<file path="src/hdl/artc_pkg.sv">
/*
  Constants for the auto-reload timer with capture: register byte
  offsets, field positions, reset values, clock select codes, dividers.
  Assumes a 32-bit APB bus with byte addresses.
*/
`default_nettype none
package artc_pkg;
  // ==========================================================
  // Register byte offsets
  localparam logic [7:0] OFS_CTRL   = 8'h00; // timer_control_reg
  localparam logic [7:0] OFS_RLD_LO = 8'h04; // reload_lo
  localparam logic [7:0] OFS_RLD_HI = 8'h08; // reload_hi
  localparam logic [7:0] OFS_CNT_LO = 8'h0c; // count_lo
  localparam logic [7:0] OFS_CNT_HI = 8'h10; // count_hi
  localparam logic [7:0] OFS_CLKCTL = 8'h14; // clock_control_reg
  localparam logic [7:0] OFS_IRQEN  = 8'h18; // ext_irq_enable_reg
  localparam logic [7:0] OFS_ISTAT  = 8'h1c; // interrupt status
  localparam logic [7:0] OFS_IMASK  = 8'h20; // interrupt mask
  // ==========================================================
  // Control register fields
  localparam int CTL_HI_FLAG = 7;
  localparam int CTL_LO_FLAG = 6;
  localparam int CTL_LO_IE   = 5;
  localparam int CTL_CAP_EN  = 4;
  localparam int CTL_SPLIT   = 3;
  localparam int CTL_RUN     = 2;
  localparam int CTL_ALT_HI  = 1;
  localparam int CTL_ALT_LO  = 0;
  // Clock control, irq enable, status fields
  localparam int CLK_LO_SYS  = 0;
  localparam int CLK_HI_SYS  = 1;
  localparam int IE_TIMER    = 0;
  localparam int IST_HI      = 0;
  localparam int IST_LO      = 1;
  // ==========================================================
  // Reset values
  localparam logic [7:0] RST_CTRL = 8'h00;
  localparam logic [7:0] RST_BYTE = 8'h00;
  localparam logic [1:0] RST_IRQ  = 2'h0;
  // ==========================================================
  // Alternate clock select codes
  localparam logic [1:0] ALT_DIV12 = 2'h0;
  localparam logic [1:0] ALT_RTC   = 2'h1;
  localparam logic [1:0] ALT_RSVD  = 2'h2;
  localparam logic [1:0] ALT_EXT8  = 2'h3;
  // Dividers
  localparam int unsigned SYS_DIV  = 12;
  localparam int unsigned EXT_DIV  = 8;
endpackage
`default_nettype wire

</file>
<file path="src/hdl/artc_sync.sv">
/*
  Synchroniser for an oscillator pin with a rising-edge divider.
  Assumes async_i is unrelated to clk_i; emits one pulse per DIV edges.
*/
`timescale 1ns/100ps
`default_nettype none
module artc_sync #(
  parameter int unsigned DIV = 1
) (
  // Clock and reset
  input  wire logic clk_i,
  input  wire logic nrst_i,
  // Pin side
  input  wire logic async_i,
  // Event out
  output var  logic event_o
);
  localparam int CW = (DIV > 1) ? $clog2(DIV) : 1;
  typedef struct packed {
    logic          s1;
    logic          s2;
    logic          s3;
    logic          filt;
    logic [CW-1:0] cnt;
    logic          ev;
  } artc_sync_t;
  artc_sync_t r, next_r;
  logic rise;

  // ==========================================================
  // Filtered level moves only when stages two and three agree
  assign rise = (r.s2 == r.s3) && r.s3 && !r.filt;
  always_comb begin
    next_r    = r;
    next_r.s1 = async_i;
    next_r.s2 = r.s1;
    next_r.s3 = r.s2;
    next_r.ev = 1'b0;
    if (r.s2 == r.s3) begin
      next_r.filt = r.s3;
    end
    if (rise) begin
      if (r.cnt == CW'(DIV - 1)) begin
        next_r.cnt = '0;
        next_r.ev  = 1'b1;
      end else begin
        next_r.cnt = r.cnt + CW'(1);
      end
    end
  end

  // State register
  always_ff @(posedge clk_i or negedge nrst_i) begin
    if (!nrst_i) begin
      r <= '0;
    end else begin
      r <= next_r;
    end
  end
  assign event_o = r.ev;
endmodule // artc_sync
`default_nettype wire

</file>
<file path="src/hdl/artc_timer.sv">
/*
  Auto-reload timer with capture: 16-bit or split 8-bit counting,
  period capture of two oscillator pins, APB registers, one irq line.
  Assumes one 40 MHz clock and oscillator pins unrelated to it.
*/
// Decided for this implementation: the APB register port and the placing of the registers.
// Summary of operation
// - Counter is two bytes, 16-bit or split
// - Split clear runs one 16-bit reload counter
// - 16-bit wrap loads reload, sets high flag; with capture on, code wraps to zero and sets no high flag
// - Timer irq enabled interrupts on 16-bit overflow; code gives no request for it while capture is on
// - Low-byte enable adds interrupt on low wrap
// - Split runs two 8-bit reload counters
// - Split: run gates high only, low free
// - Per-byte system_clock bit, else alternate select
// - Oscillator inputs synchronised before counting
// - Split: each byte wrap sets its flag; code sets no high flag on a high wrap while capture is on
// - Split: high always, low if enabled, interrupt; code gives no high request while capture is on
// - Flags only cleared by software
// - Capture source chosen by alternate select bit
// - Capture copies count to reload, sets flag
`timescale 1ns/100ps
`default_nettype none
module artc_timer (
  // Clock and reset
  input  wire logic        clk_i,
  input  wire logic        nrst_i,
  // APB slave
  input  wire logic        psel_i,
  input  wire logic        penable_i,
  input  wire logic        pwrite_i,
  input  wire logic [7:0]  paddr_i,
  input  wire logic [31:0] pwdata_i,
  output var  logic [31:0] prdata_o,
  output var  logic        pready_o,
  output var  logic        pslverr_o,
  // Oscillator pins
  input  wire logic        rtc_osc_i,
  input  wire logic        ext_osc_i,
  // Interrupt
  output var  logic        irq_o
);
  // Whole block state; one copy is built, one is registered
  typedef struct packed {
    logic [7:0]  ctl;
    logic [7:0]  rld_lo;
    logic [7:0]  rld_hi;
    logic [7:0]  cnt_lo;
    logic [7:0]  cnt_hi;
    logic [1:0]  clk;
    logic        ie;
    logic [1:0]  ist;
    logic [1:0]  imask;
    logic [3:0]  d12;
    logic        pready;
    logic        pslverr;
    logic [31:0] prdata;
    logic        irq;
  } artc_state_t;
  artc_state_t r, next_r;

  logic        rtc_ev, ext_ev, d12_tk, lo_tk, hi_tk, cap_ev;
  logic        split, cap, run, done, wr;
  logic        lo_ovf, hi_ovf;
  logic [1:0]  alt;
  logic [15:0] cnt16;

  // ==========================================================
  // Source selection for one count byte
  function automatic logic tick_sel(input logic sys, input logic [1:0] a,
                                    input logic t12, input logic trtc,
                                    input logic text);
    if (sys) begin
      tick_sel = 1'b1;
    end else begin
      unique case (a)
        artc_pkg::ALT_DIV12: tick_sel = t12;
        artc_pkg::ALT_RTC:   tick_sel = trtc;
        artc_pkg::ALT_RSVD:  tick_sel = 1'b0; // Reserved never counts
        artc_pkg::ALT_EXT8:  tick_sel = text;
      endcase
    end
  endfunction

  // Register read decode; top bit (bit 32) flags a miss
  // Unmapped words answer with an error and zero data
  function automatic logic [32:0] rd_mux(input artc_state_t s,
                                         input logic [7:0] a);
    rd_mux = '0;
    unique case (a)
      artc_pkg::OFS_CTRL:   rd_mux[7:0] = s.ctl;
      artc_pkg::OFS_RLD_LO: rd_mux[7:0] = s.rld_lo;
      artc_pkg::OFS_RLD_HI: rd_mux[7:0] = s.rld_hi;
      artc_pkg::OFS_CNT_LO: rd_mux[7:0] = s.cnt_lo;
      artc_pkg::OFS_CNT_HI: rd_mux[7:0] = s.cnt_hi;
      artc_pkg::OFS_CLKCTL: rd_mux[1:0] = s.clk;
      artc_pkg::OFS_IRQEN:  rd_mux[0]   = s.ie;
      artc_pkg::OFS_ISTAT:  rd_mux[1:0] = s.ist;
      artc_pkg::OFS_IMASK:  rd_mux[1:0] = s.imask;
      default:              rd_mux[32]  = 1'b1;
    endcase
  endfunction

  // ==========================================================
  // Oscillator pins: synchronised, then rtc per edge, ext per 8
  // Divider counts filtered edges, so a slow pin loses none
  artc_sync #(.DIV(1)) u_rtc (
    .clk_i   (clk_i),
    .nrst_i  (nrst_i),
    .async_i (rtc_osc_i),
    .event_o (rtc_ev)
  );
  artc_sync #(.DIV(artc_pkg::EXT_DIV)) u_ext (
    .clk_i   (clk_i),
    .nrst_i  (nrst_i),
    .async_i (ext_osc_i),
    .event_o (ext_ev)
  );

  // ==========================================================
  // Decoded mode and tick terms
  assign split  = r.ctl[artc_pkg::CTL_SPLIT];
  assign cap    = r.ctl[artc_pkg::CTL_CAP_EN];
  assign run    = r.ctl[artc_pkg::CTL_RUN];
  assign alt    = r.ctl[artc_pkg::CTL_ALT_HI:artc_pkg::CTL_ALT_LO];
  assign cnt16  = {r.cnt_hi, r.cnt_lo};
  assign d12_tk = (r.d12 == 4'(artc_pkg::SYS_DIV - 1));
  assign lo_tk  = tick_sel(r.clk[artc_pkg::CLK_LO_SYS], alt, d12_tk,
                           rtc_ev, ext_ev);
  assign hi_tk  = tick_sel(r.clk[artc_pkg::CLK_HI_SYS], alt, d12_tk,
                           rtc_ev, ext_ev);
  // Alternate select bit one picks the capture trigger
  // Capture ignores run: the pin event alone copies the count
  assign cap_ev = cap && (alt[1] ? ext_ev : rtc_ev);
  assign done   = psel_i && penable_i && r.pready;
  assign wr     = done && pwrite_i;

  // ==========================================================
  // Next-state logic: count, capture, flags, bus
  always_comb begin
    logic [32:0] rd;
    rd     = rd_mux(r, paddr_i);
    next_r = r;
    lo_ovf = 1'b0;
    hi_ovf = 1'b0;
    // Free-running divide by twelve; its phase is unknown to software
    next_r.d12 = d12_tk ? 4'h0 : r.d12 + 4'h1;
    if (!split) begin
      // One 16-bit counter on the low byte source
      if (lo_tk && run) begin
        lo_ovf = (r.cnt_lo == 8'hff);
        hi_ovf = (cnt16 == 16'hffff);
        if (hi_ovf && !cap) begin
          {next_r.cnt_hi, next_r.cnt_lo} = {r.rld_hi, r.rld_lo};
        end else begin
          {next_r.cnt_hi, next_r.cnt_lo} = cnt16 + 16'h0001;
        end
      end
    end else begin
      // Low byte always runs in split mode
      if (lo_tk) begin
        lo_ovf = (r.cnt_lo == 8'hff);
        next_r.cnt_lo = lo_ovf ? r.rld_lo : r.cnt_lo + 8'h01;
      end
      if (hi_tk && run) begin
        hi_ovf = (r.cnt_hi == 8'hff);
        next_r.cnt_hi = hi_ovf ? r.rld_hi : r.cnt_hi + 8'h01;
      end
    end
    // Capture snapshots the count as it stood before this tick
    if (cap_ev) begin
      {next_r.rld_hi, next_r.rld_lo} = cnt16;
    end
    // Bus: one wait state, then the access completes
    // The wait state keeps the read mux off the setup cycle
    next_r.pready = psel_i && penable_i && !r.pready;
    if (psel_i && penable_i && !r.pready) begin
      next_r.prdata  = rd[31:0];
      next_r.pslverr = rd[32];
    end
    if (done && !pwrite_i && paddr_i == artc_pkg::OFS_ISTAT) begin
      // Clear only the bits returned, so a fresh event survives
      next_r.ist = r.ist & ~r.prdata[1:0];
    end
    if (wr) begin
      unique case (paddr_i)
        artc_pkg::OFS_CTRL:   next_r.ctl    = pwdata_i[7:0];
        artc_pkg::OFS_RLD_LO: next_r.rld_lo = pwdata_i[7:0];
        artc_pkg::OFS_RLD_HI: next_r.rld_hi = pwdata_i[7:0];
        artc_pkg::OFS_CNT_LO: next_r.cnt_lo = pwdata_i[7:0];
        artc_pkg::OFS_CNT_HI: next_r.cnt_hi = pwdata_i[7:0];
        artc_pkg::OFS_CLKCTL: next_r.clk    = pwdata_i[1:0];
        artc_pkg::OFS_IRQEN:  next_r.ie     = pwdata_i[0];
        artc_pkg::OFS_IMASK:  next_r.imask  = pwdata_i[1:0];
        default: ;
      endcase
    end
    // Hardware sets after software writes: set beats clear
    if ((hi_ovf && !cap) || cap_ev) begin
      next_r.ctl[artc_pkg::CTL_HI_FLAG] = 1'b1;
    end
    if (lo_ovf) begin
      next_r.ctl[artc_pkg::CTL_LO_FLAG] = 1'b1;
    end
    // Interrupt requests, sticky until read
    if (r.ie && ((hi_ovf && !cap) || cap_ev)) begin
      next_r.ist[artc_pkg::IST_HI] = 1'b1;
    end
    if (r.ie && r.ctl[artc_pkg::CTL_LO_IE] && lo_ovf) begin
      next_r.ist[artc_pkg::IST_LO] = 1'b1;
    end
    next_r.irq = |(next_r.ist & next_r.imask);
  end

  // ==========================================================
  // State register
  always_ff @(posedge clk_i or negedge nrst_i) begin
    if (!nrst_i) begin
      r         <= '0;
      r.ctl     <= artc_pkg::RST_CTRL;
      r.rld_lo  <= artc_pkg::RST_BYTE;
      r.rld_hi  <= artc_pkg::RST_BYTE;
      r.cnt_lo  <= artc_pkg::RST_BYTE;
      r.cnt_hi  <= artc_pkg::RST_BYTE;
      r.ist     <= artc_pkg::RST_IRQ;
      r.imask   <= artc_pkg::RST_IRQ;
    end else begin
      r <= next_r;
    end
  end

  // Outputs come straight from the state register
  assign prdata_o  = r.prdata;
  assign pready_o  = r.pready;
  assign pslverr_o = r.pslverr;
  assign irq_o     = r.irq;
endmodule // artc_timer
`default_nettype wire

</file>
<file path="config.mk">
export PLATFORM = sky130hd
export DESIGN_NAME = artc_timer
export DESIGN_NICKNAME = d
export VERILOG_FILES = /design/src/hdl/artc_pkg.sv /design/src/hdl/artc_sync.sv /design/src/hdl/artc_timer.sv
export SDC_FILE = /design/constraint.sdc
export NUM_CORES = 1
export LEC_CHECK = 0
export ABC_AREA = 0
export BUFFER_PORTS_ARGS = -buffer_cell sky130_fd_sc_hd__buf_2
export CORE_MARGIN = 4
export CORE_UTILIZATION = 29
export CTS_CLUSTER_SIZE = 14
export DETAILED_ROUTE_END_ITERATION = 12
export MAX_ROUTING_LAYER = met4
export PLACE_DENSITY = 0.5
export REMOVE_ABC_BUFFERS = 1
export SETUP_SLACK_MARGIN = 0.1
export SYNTH_ARGS = -nofsm -noshare
export SYNTH_HDL_FRONTEND = slang
export SYNTH_SLANG_ARGS = --single-unit
</file>
<file path="constraint.sdc">
create_clock -name clk_i -period 4.3 [get_ports clk_i]
set_input_delay 0.86 -clock clk_i [delete_from_list [all_inputs] [get_ports clk_i]]
set_output_delay 0.86 -clock clk_i [all_outputs]
set_load 0.005 [all_outputs]
</file>
### Word-level counts from Yosys, hierarchy flattened

Cells that the tools add are included.

| storage, ports and cells | value |
|---|---|
| bits in latches | 0 |
| memories kept | 0 |
| output and inout bits | 35 |
| word-level logic and storage cells | 136 |
| bits of input ports | 47 |
| register bits after elaboration | 76 |
| ROM bits | 0 |
| bits in writable memories | 0 |

| operators by class | value |
|---|---|
| equal/unequal tests | 18 |
| multiplexer cells | 44 |
| $mul | 0 |
| magnitude comparators | 0 |
| shift-type cells | 0 |
| $add $sub $neg | 6 |
| bitwise gates (word level) | 3 |
| divide/modulo/power cells | 0 |
| reduce and logical (&&, ||, !) cells | 37 |

Operator list:

| kind | count |
|---|---|
| $mux 8 | 9 |
| $mux 16 | 4 |
| $mux 43 | 1 |
| $eq 8x5->1 const B | 4 |
| $pmux 6 s5 | 1 |
| $mux 1 | 20 |
| $logic_and 1x1->1 | 18 |
| $add 16x1->16 const B | 1 |
| $add 8x1->8 const B | 2 |
| $eq 16x16->1 const B | 1 |
| $eq 8x4->1 const B | 2 |
| $eq 8x8->1 const B | 2 |
| $reduce_and 2->1 | 5 |
| $pmux 1 s9 | 1 |
| $reduce_or 9->1 | 1 |
| $eq 8x3->1 const B | 1 |
| $eq 8x6->1 const B | 1 |
| $logic_not 8->1 | 1 |
| $mux 2 | 4 |
| $pmux 1 s8 | 1 |
| $reduce_bool 2->1 | 4 |
| $logic_not 1->1 | 5 |
| $add 4x1->4 const B | 1 |
| $and 2x2->2 | 2 |
| other kinds (14) | 16 |

### Depth between registers and ports, before layout

Gate-level depths: netlist of the first run.

| logic depth | value |
|---|---|
| word-level depth | 12 |
| depth in mapped cells | 9 |
| mapped depth without buffers | 7 |

### By module

A second synthesis of the first run with hierarchy kept.

| second synthesis, totals | value |
|---|---|
| cells, all modules | 549 |
| area total of the unflattened synthesis | 5021.1 µm² |

By module, submodules not included:

| module | sequential area each (µm²) | instances | cells each | area each (µm²) |
|---|---|---|---|---|
| artc_timer | 1551.5 | 1 | 523 | 4543.1 |
| artc_sync at u_ext | 200.2 | 1 | 18 | 319.1 |
| artc_sync at u_rtc | 125.1 | 1 | 8 | 158.9 |

### Worst setup path before layout of the first run

Ideal clock, no wire load.

| path | value |
|---|---|
| path kind | in2reg |
| start | input port paddr_i[5] |
| end | register r (netlist bit cnt16[13]) |
| path slack | 1.891 ns |
| arrival | 2.283 ns |
| required time | 4.174 ns |
| path buffers | 1 |
| cell stages on the path | 7 |
| library setup time | 0.126 ns |
| cell sequence | or3_1 nor3b_2 nand3_1 nand2b_1 buf_2 nor2_1 a221o_1 |

RTL lines:

| element | RTL line | source |
|---|---|---|
| from (decl) | artc_timer.sv:32 | `input wire logic [7:0] paddr_i,` |
| to (signal assigned) | artc_timer.sv:228 | `r <= next_r;` |
| to (decl) | artc_timer.sv:60 | `artc_state_t r, next_r;` |

==> impl_metrics.tcl, run 1 <==
set metrics [dict create \
    run_status "complete, no violations" \
    area_growth_pct 9.19 \
    cts-root-buf "clkbuf_16" \
    avgSynthCellArea_um2 9.00 \
    ys_ff_latch 75 \
    grt_max_degree 76 \
    slew_violations 0 \
    antenna_left 0 \
    drv_cap 0 \
    vdd_drop_max_mv 0.190 \
    track_usage 0.166 \
    pin_count 82 \
    period_share 0.712 \
    yosysTopAreaCellShare 0.388 \
    fmax_mhz 327 \
    endpoint_kind "register" \
    async_flop_share 1.00 \
    wl_mm 14.8 \
    crit_type "register to register" \
    post_cts_buffers 0 \
    worstHoldPathType "register to register" \
    post_cts_resized 0 \
    wl_per_cell_um 19.4 \
    final_nets 596 \
    grt_pass1_wl_mm 23.0 \
    grt_antenna_before_repair 0 \
    p_per_area_nw_per_um2 339 \
    first_pass_iters 8 \
    dpl-instance-area_um2 4980 \
    io_buffers 33 \
    setup_viol 0 \
    setup.worst_path.start_class "register" \
    synth_most_common_cell "dfrtp_1" \
    holdBufCountCts 0 \
    crit_fanout 15 \
    num_vias 4212 \
    grt_pass1_vias 4003 \
    diodes 0 \
    dieArea_um2 18800 \
    hpwl_mm 10.2 \
    synth_enable_flop_cells 0 \
    htree_levels 3 \
    ys_seq_area_frac 0.388 \
    cts_buffers 9 \
    relSlewSlack 0.343 \
    worst_pin_slew_ns 0.986 \
    rsz0062_at_grt "no" \
    cts_tree "built" \
    yosys_warnings 0 \
    final_area_um2 5280 \
    syn_area_um2 4830 \
    row_count 46 \
    synthCells 537 \
    core_area_um2 16100 \
    clock_sinks 75 \
    p_leak_nw 2.39 \
    gp_congestion 0.887 \
    clk_pin_slew_worst_paths_ns 0.07 \
    finalHoldViolations 0 \
    synthTopCellsByCount "dfrtp_1, nor2_1, a21oi_1" \
    final.fill_count 1697 \
    start_util 0.300 \
    overflow 0 \
    drive_gt1_frac 0.154 \
    clk-insertion-delay-late_ns 0.35 \
    min_period_ns 3.06 \
    fin_setup_tns_ns 0 \
    dieWidth_um 137 \
    drt_iter0_markers 380 \
    synth_top_area_cell "dfrtp_1" \
    ys_types 63 \
    required_ns 4.58 \
    drc 0 \
    synth_area_leaders "dfrtp_1, mux2i_1, buf_4" \
    die_height_um 137 \
    via_per_inst 5.52 \
    crit_arrival_ns 3.35 \
    clockBufferDepth 2 \
    synth_flop_cell "dfrtp_1" \
    clock_skew_ns 0.00981 \
]
stage by stage:
step	cells	setup slack [ns]	hold slack (ns)	utilization	total power [mW]
3_3_place_gp	747	1.16	0.334	0.309	1.04
3_5_place_dp	747	1.18	0.336	0.309	1.05
5_1_grt	763	1.01	0.354	0.328	1.88
6_report	763	1.24	0.355	0.328	1.79
4_1_cts	763	1.28	0.352	0.328	1.81
2_1_floorplan	494	1.61	0.331	-	0.943
cell families after synthesis:
kind of cell,Yosys count,synth area share
compound gates,149,0.212
xor+xnor,3,0.00544
fa+ha+maj,7,0.0181
buf+inv,71,0.0875
flops,75,0.388
mux,46,0.101
other cells,1,0.000776
simple gates,185,0.187
critical path: stages, from the launching register on:
cell	delay [ns]
dfrtp_1	0.57
ha_1	0.34
nand2_1	0.14
nor3_1	0.67
nand2_2	0.47
and3_1	0.33
or3_1	0.34
a21oi_1	0.14
layout make-up:
class | count | area [µm²] | share of cell area
multi-input combinational | 414 | 2620 | 0.497
sequential | 75 | 1880 | 0.356
tap | 216 | 270 | 0.0512
clock buffer | 9 | 225 | 0.0427
timing repair buffer | 37 | 198 | 0.0374
clock inverter | 7 | 68.8 | 0.0130
inverter | 5 | 18.8 | 0.00356
where the power goes:
part | internal [mW] | leakage [nW] | total (mW) | switching (mW)
Sequential | 0.741 | 0.843 | 0.781 | 0.0400
Combinational | 0.0994 | 1.41 | 0.254 | 0.154
Clock | 0.405 | 0.137 | 0.753 | 0.348
Total | 1.25 | 2.39 | 1.79 | 0.543
placed cells by master, fill, tap and decap left out, types with 17 or more instances in the layout:
cell / count
nor2_1: 56
nand3_1: 22
nand2_1: 41
conb_1: 24
dfrtp_1: 75
buf_2: 32
mux2_2: 18
o21ai_0: 17
a21oi_1: 49
mux2i_1: 27
worst paths after layout:
check / from / end / slack [ns] / cells after the start
max in group asynchronous: nrst_i / cnt16[15] / 2.99 / 1
max reg2reg: cnt16[8] / cnt16[0] / 1.24 / 7
min reg2reg: u_rtc.next_r[4] / u_rtc.next_r[3] / 0.36 / 0
min: u_rtc.next_r[4] / u_rtc.next_r[3] / 0.36 / 0
max: cnt16[8] / cnt16[0] / 1.24 / 7
min in group asynchronous: nrst_i / r[74] / 0.68 / 1
layer usage:
layer,global-route usage,part of all wire,vias up
met5,-,0,-
met1,0.228,0.46,2060
met3,0.0357,0.076,17
met4,0.0516,0.015,0
met2,0.246,0.45,194
li1,-,-,1941
flip-flops by register name, summed over array words and instances, names as in the netlist:
register and flops:
r 32, cnt16 16, prdata_o 8, u_ext.r 5, alt 2, u_ext.next_r 2, u_rtc.next_r 2, u_rtc.r 2
cap 1, irq_o 1, pready_o 1, pslverr_o 1, u_ext.event_o 1, u_rtc.event_o 1
Power figures use the tool's default switching activity.
==> inputs of run 2 (changes only) <==
ABC_AREA = 1   (was 0)
PLACE_DENSITY = 0.51   (was 0.5)
clock period = 2.5 ns   (was 4.3 ns; I/O delays follow)
==> impl_metrics.tcl, run 2 <==
set metrics [dict create \
    holdBufCountCts 0 \
    htree_levels 3 \
    yosysTopAreaCellShare 0.369 \
    yosys_warnings 0 \
    drc 0 \
    synth_top_area_cell "dfrtp_1" \
    synth_area_leaders "dfrtp_1, nand2_1, o21ai_0" \
    clk-insertion-delay-late_ns 0.35 \
    final.fill_count 1871 \
    final_cells 997 \
    ys_ff_latch 75 \
    crit_fanout 10 \
    num_vias 4748 \
    fmax_mhz 487 \
    setup_viol 0 \
    clock_sinks 75 \
    drt_iter0_markers 374 \
    first_pass_iters 5 \
    p_leak_nw 2.87 \
    fin_setup_tns_ns 0 \
    hpwl_mm 11.5 \
    io_buffers 33 \
    gp_congestion 0.898 \
    start_util 0.295 \
    wl_mm 15.5 \
    synthTopCellsByCount "nand2_1, inv_1, dfrtp_1" \
    synth_flop_cell "dfrtp_1" \
    top_register "r" \
    ys_seq_area_frac 0.369 \
    finalHoldViolations 0 \
    endpoint_kind "register" \
    crit_type "register to register" \
    syn_area_um2 5090 \
    largest_register_ffs 32 \
    grt_max_degree 45 \
    final_common_cell "nand2_1" \
    grt_antenna_before_repair 0 \
    synth_most_common_cell "nand2_1" \
    core_area_um2 17200 \
    row_count 48 \
    rsz0062_at_grt "no" \
    min_period_ns 2.05 \
    grt_pass1_wl_mm 24.8 \
    avgSynthCellArea_um2 6.94 \
    slew_violations 0 \
    drv_cap 0 \
    post_cts_buffers 0 \
    clockBufferDepth 2 \
    vdd_drop_max_mv 0.282 \
    final_nets 821 \
    wl_per_cell_um 15.6 \
    period_share 0.821 \
    antenna_left 0 \
    grt_pass1_vias 4423 \
    worstHoldPathType "input pin to async pin" \
    run_status "complete, no violations" \
    post-place-cells 981 \
    cts-root-buf "clkbuf_16" \
    crit_arrival_ns 2.30 \
    post_cts_resized 0 \
    drive_gt1_frac 0.139 \
    p_per_area_nw_per_um2 570 \
    setup.worst_path.start_class "register" \
    required_ns 2.75 \
    diodes 0 \
    area_growth_pct 13.0 \
    ys_types 36 \
    dieArea_um2 19700 \
    final_cell_mix "nand2_1, inv_1, dfrtp_1" \
    pin_count 82 \
    synth_enable_flop_cells 0 \
    via_per_inst 4.76 \
    clk_pin_slew_worst_paths_ns 0.07 \
    async_flop_share 1.00 \
    synthCells 734 \
    cts_tree "built" \
    dieWidth_um 140 \
    track_usage 0.166 \
    cts_buffers 9 \
    overflow 0 \
    clock_skew_ns 0.00545 \
    die_height_um 140 \
]
[run 2: cell types whose count changed after synthesis, moves of 14 or more]
cell	previous run	this run
nand2_1	41	197
inv_1	5	80
o21ai_0	17	71
mux2i_1	27	1
mux2_2	18	3
nand3_1	22	37
a211oi_1	14	0
[run 2: metrics by stage]
step	total power [mW]	utilization	hold slack (ns)	setup WS [ns]	instance area, µm²
after floorplan	1.70	-	0.204	0.570	4850
after global placement	1.89	0.315	0.335	0.441	5440
after detailed placement	1.89	0.315	0.336	0.403	5440
after CTS	3.31	0.334	0.120	0.480	5750
after global routing	3.45	0.334	0.136	0.186	5750
final	3.28	0.334	0.105	0.448	5750
[run 2: cell families after synthesis]
group / synth area share
xor+xnor: 0.0103
flops: 0.369
compound gates: 0.162
buf+inv: 0.133
other cells: 0.000737
simple gates: 0.300
fa+ha+maj: 0.0172
mux: 0.00860
[run 2: power breakdown]
group          internal [mW]  total [mW]  switching, mW
clock network          0.802        1.41          0.607
registers               1.29        1.36         0.0692
logic                  0.181       0.511          0.330
total                   2.27        3.28           1.01
[run 2: metal layers]
layer	track usage	wire length, µm	vias to the layer above
li1	-	-	2384
met1	0.234	7620	2216
met2	0.244	6870	128
met3	0.0280	791	20
met4	0.0515	260	0
met5	-	0	-
[run 2: final timing paths]
path	start	to	slack, ns	depth (start not counted)
max	cnt16[10]	cnt16[8]	0.45	11
min	nrst_i	r[83]	0.10	1
max reg2reg	cnt16[10]	cnt16[8]	0.45	11
min reg2reg	u_rtc.next_r[4]	u_rtc.next_r[3]	0.35	0
max in group asynchronous	nrst_i	r[72]	1.79	2
min in group clk_i	ext_osc_i	u_ext.next_r[6]	0.25	1
[run 2: area by class of cell]
| cell class | instances | area (µm²) | share of cell area |
|---|---|---|---|
| multi-input cells | 539 | 2620 | 0.456 |
| flip-flops and latches | 75 | 1880 | 0.326 |
| inverters | 92 | 347 | 0.0602 |
| repair buffers | 50 | 308 | 0.0535 |
| well taps | 225 | 282 | 0.0489 |
| clock buffers | 9 | 225 | 0.0391 |
| clock inverters | 7 | 92.6 | 0.0161 |
[run 2: worst max-delay path, cell delays in order, from the launching register on]
cell     delay, ns
dfrtp_1       0.53
nand2_2       0.16
nor2_4        0.17
nand2_4       0.14
inv_2         0.17
nand2_2       0.14
nor2_1        0.28
nand2_1       0.08
nand2_1       0.07
nor2_1        0.05
nor2_1        0.10
nor2_1        0.05
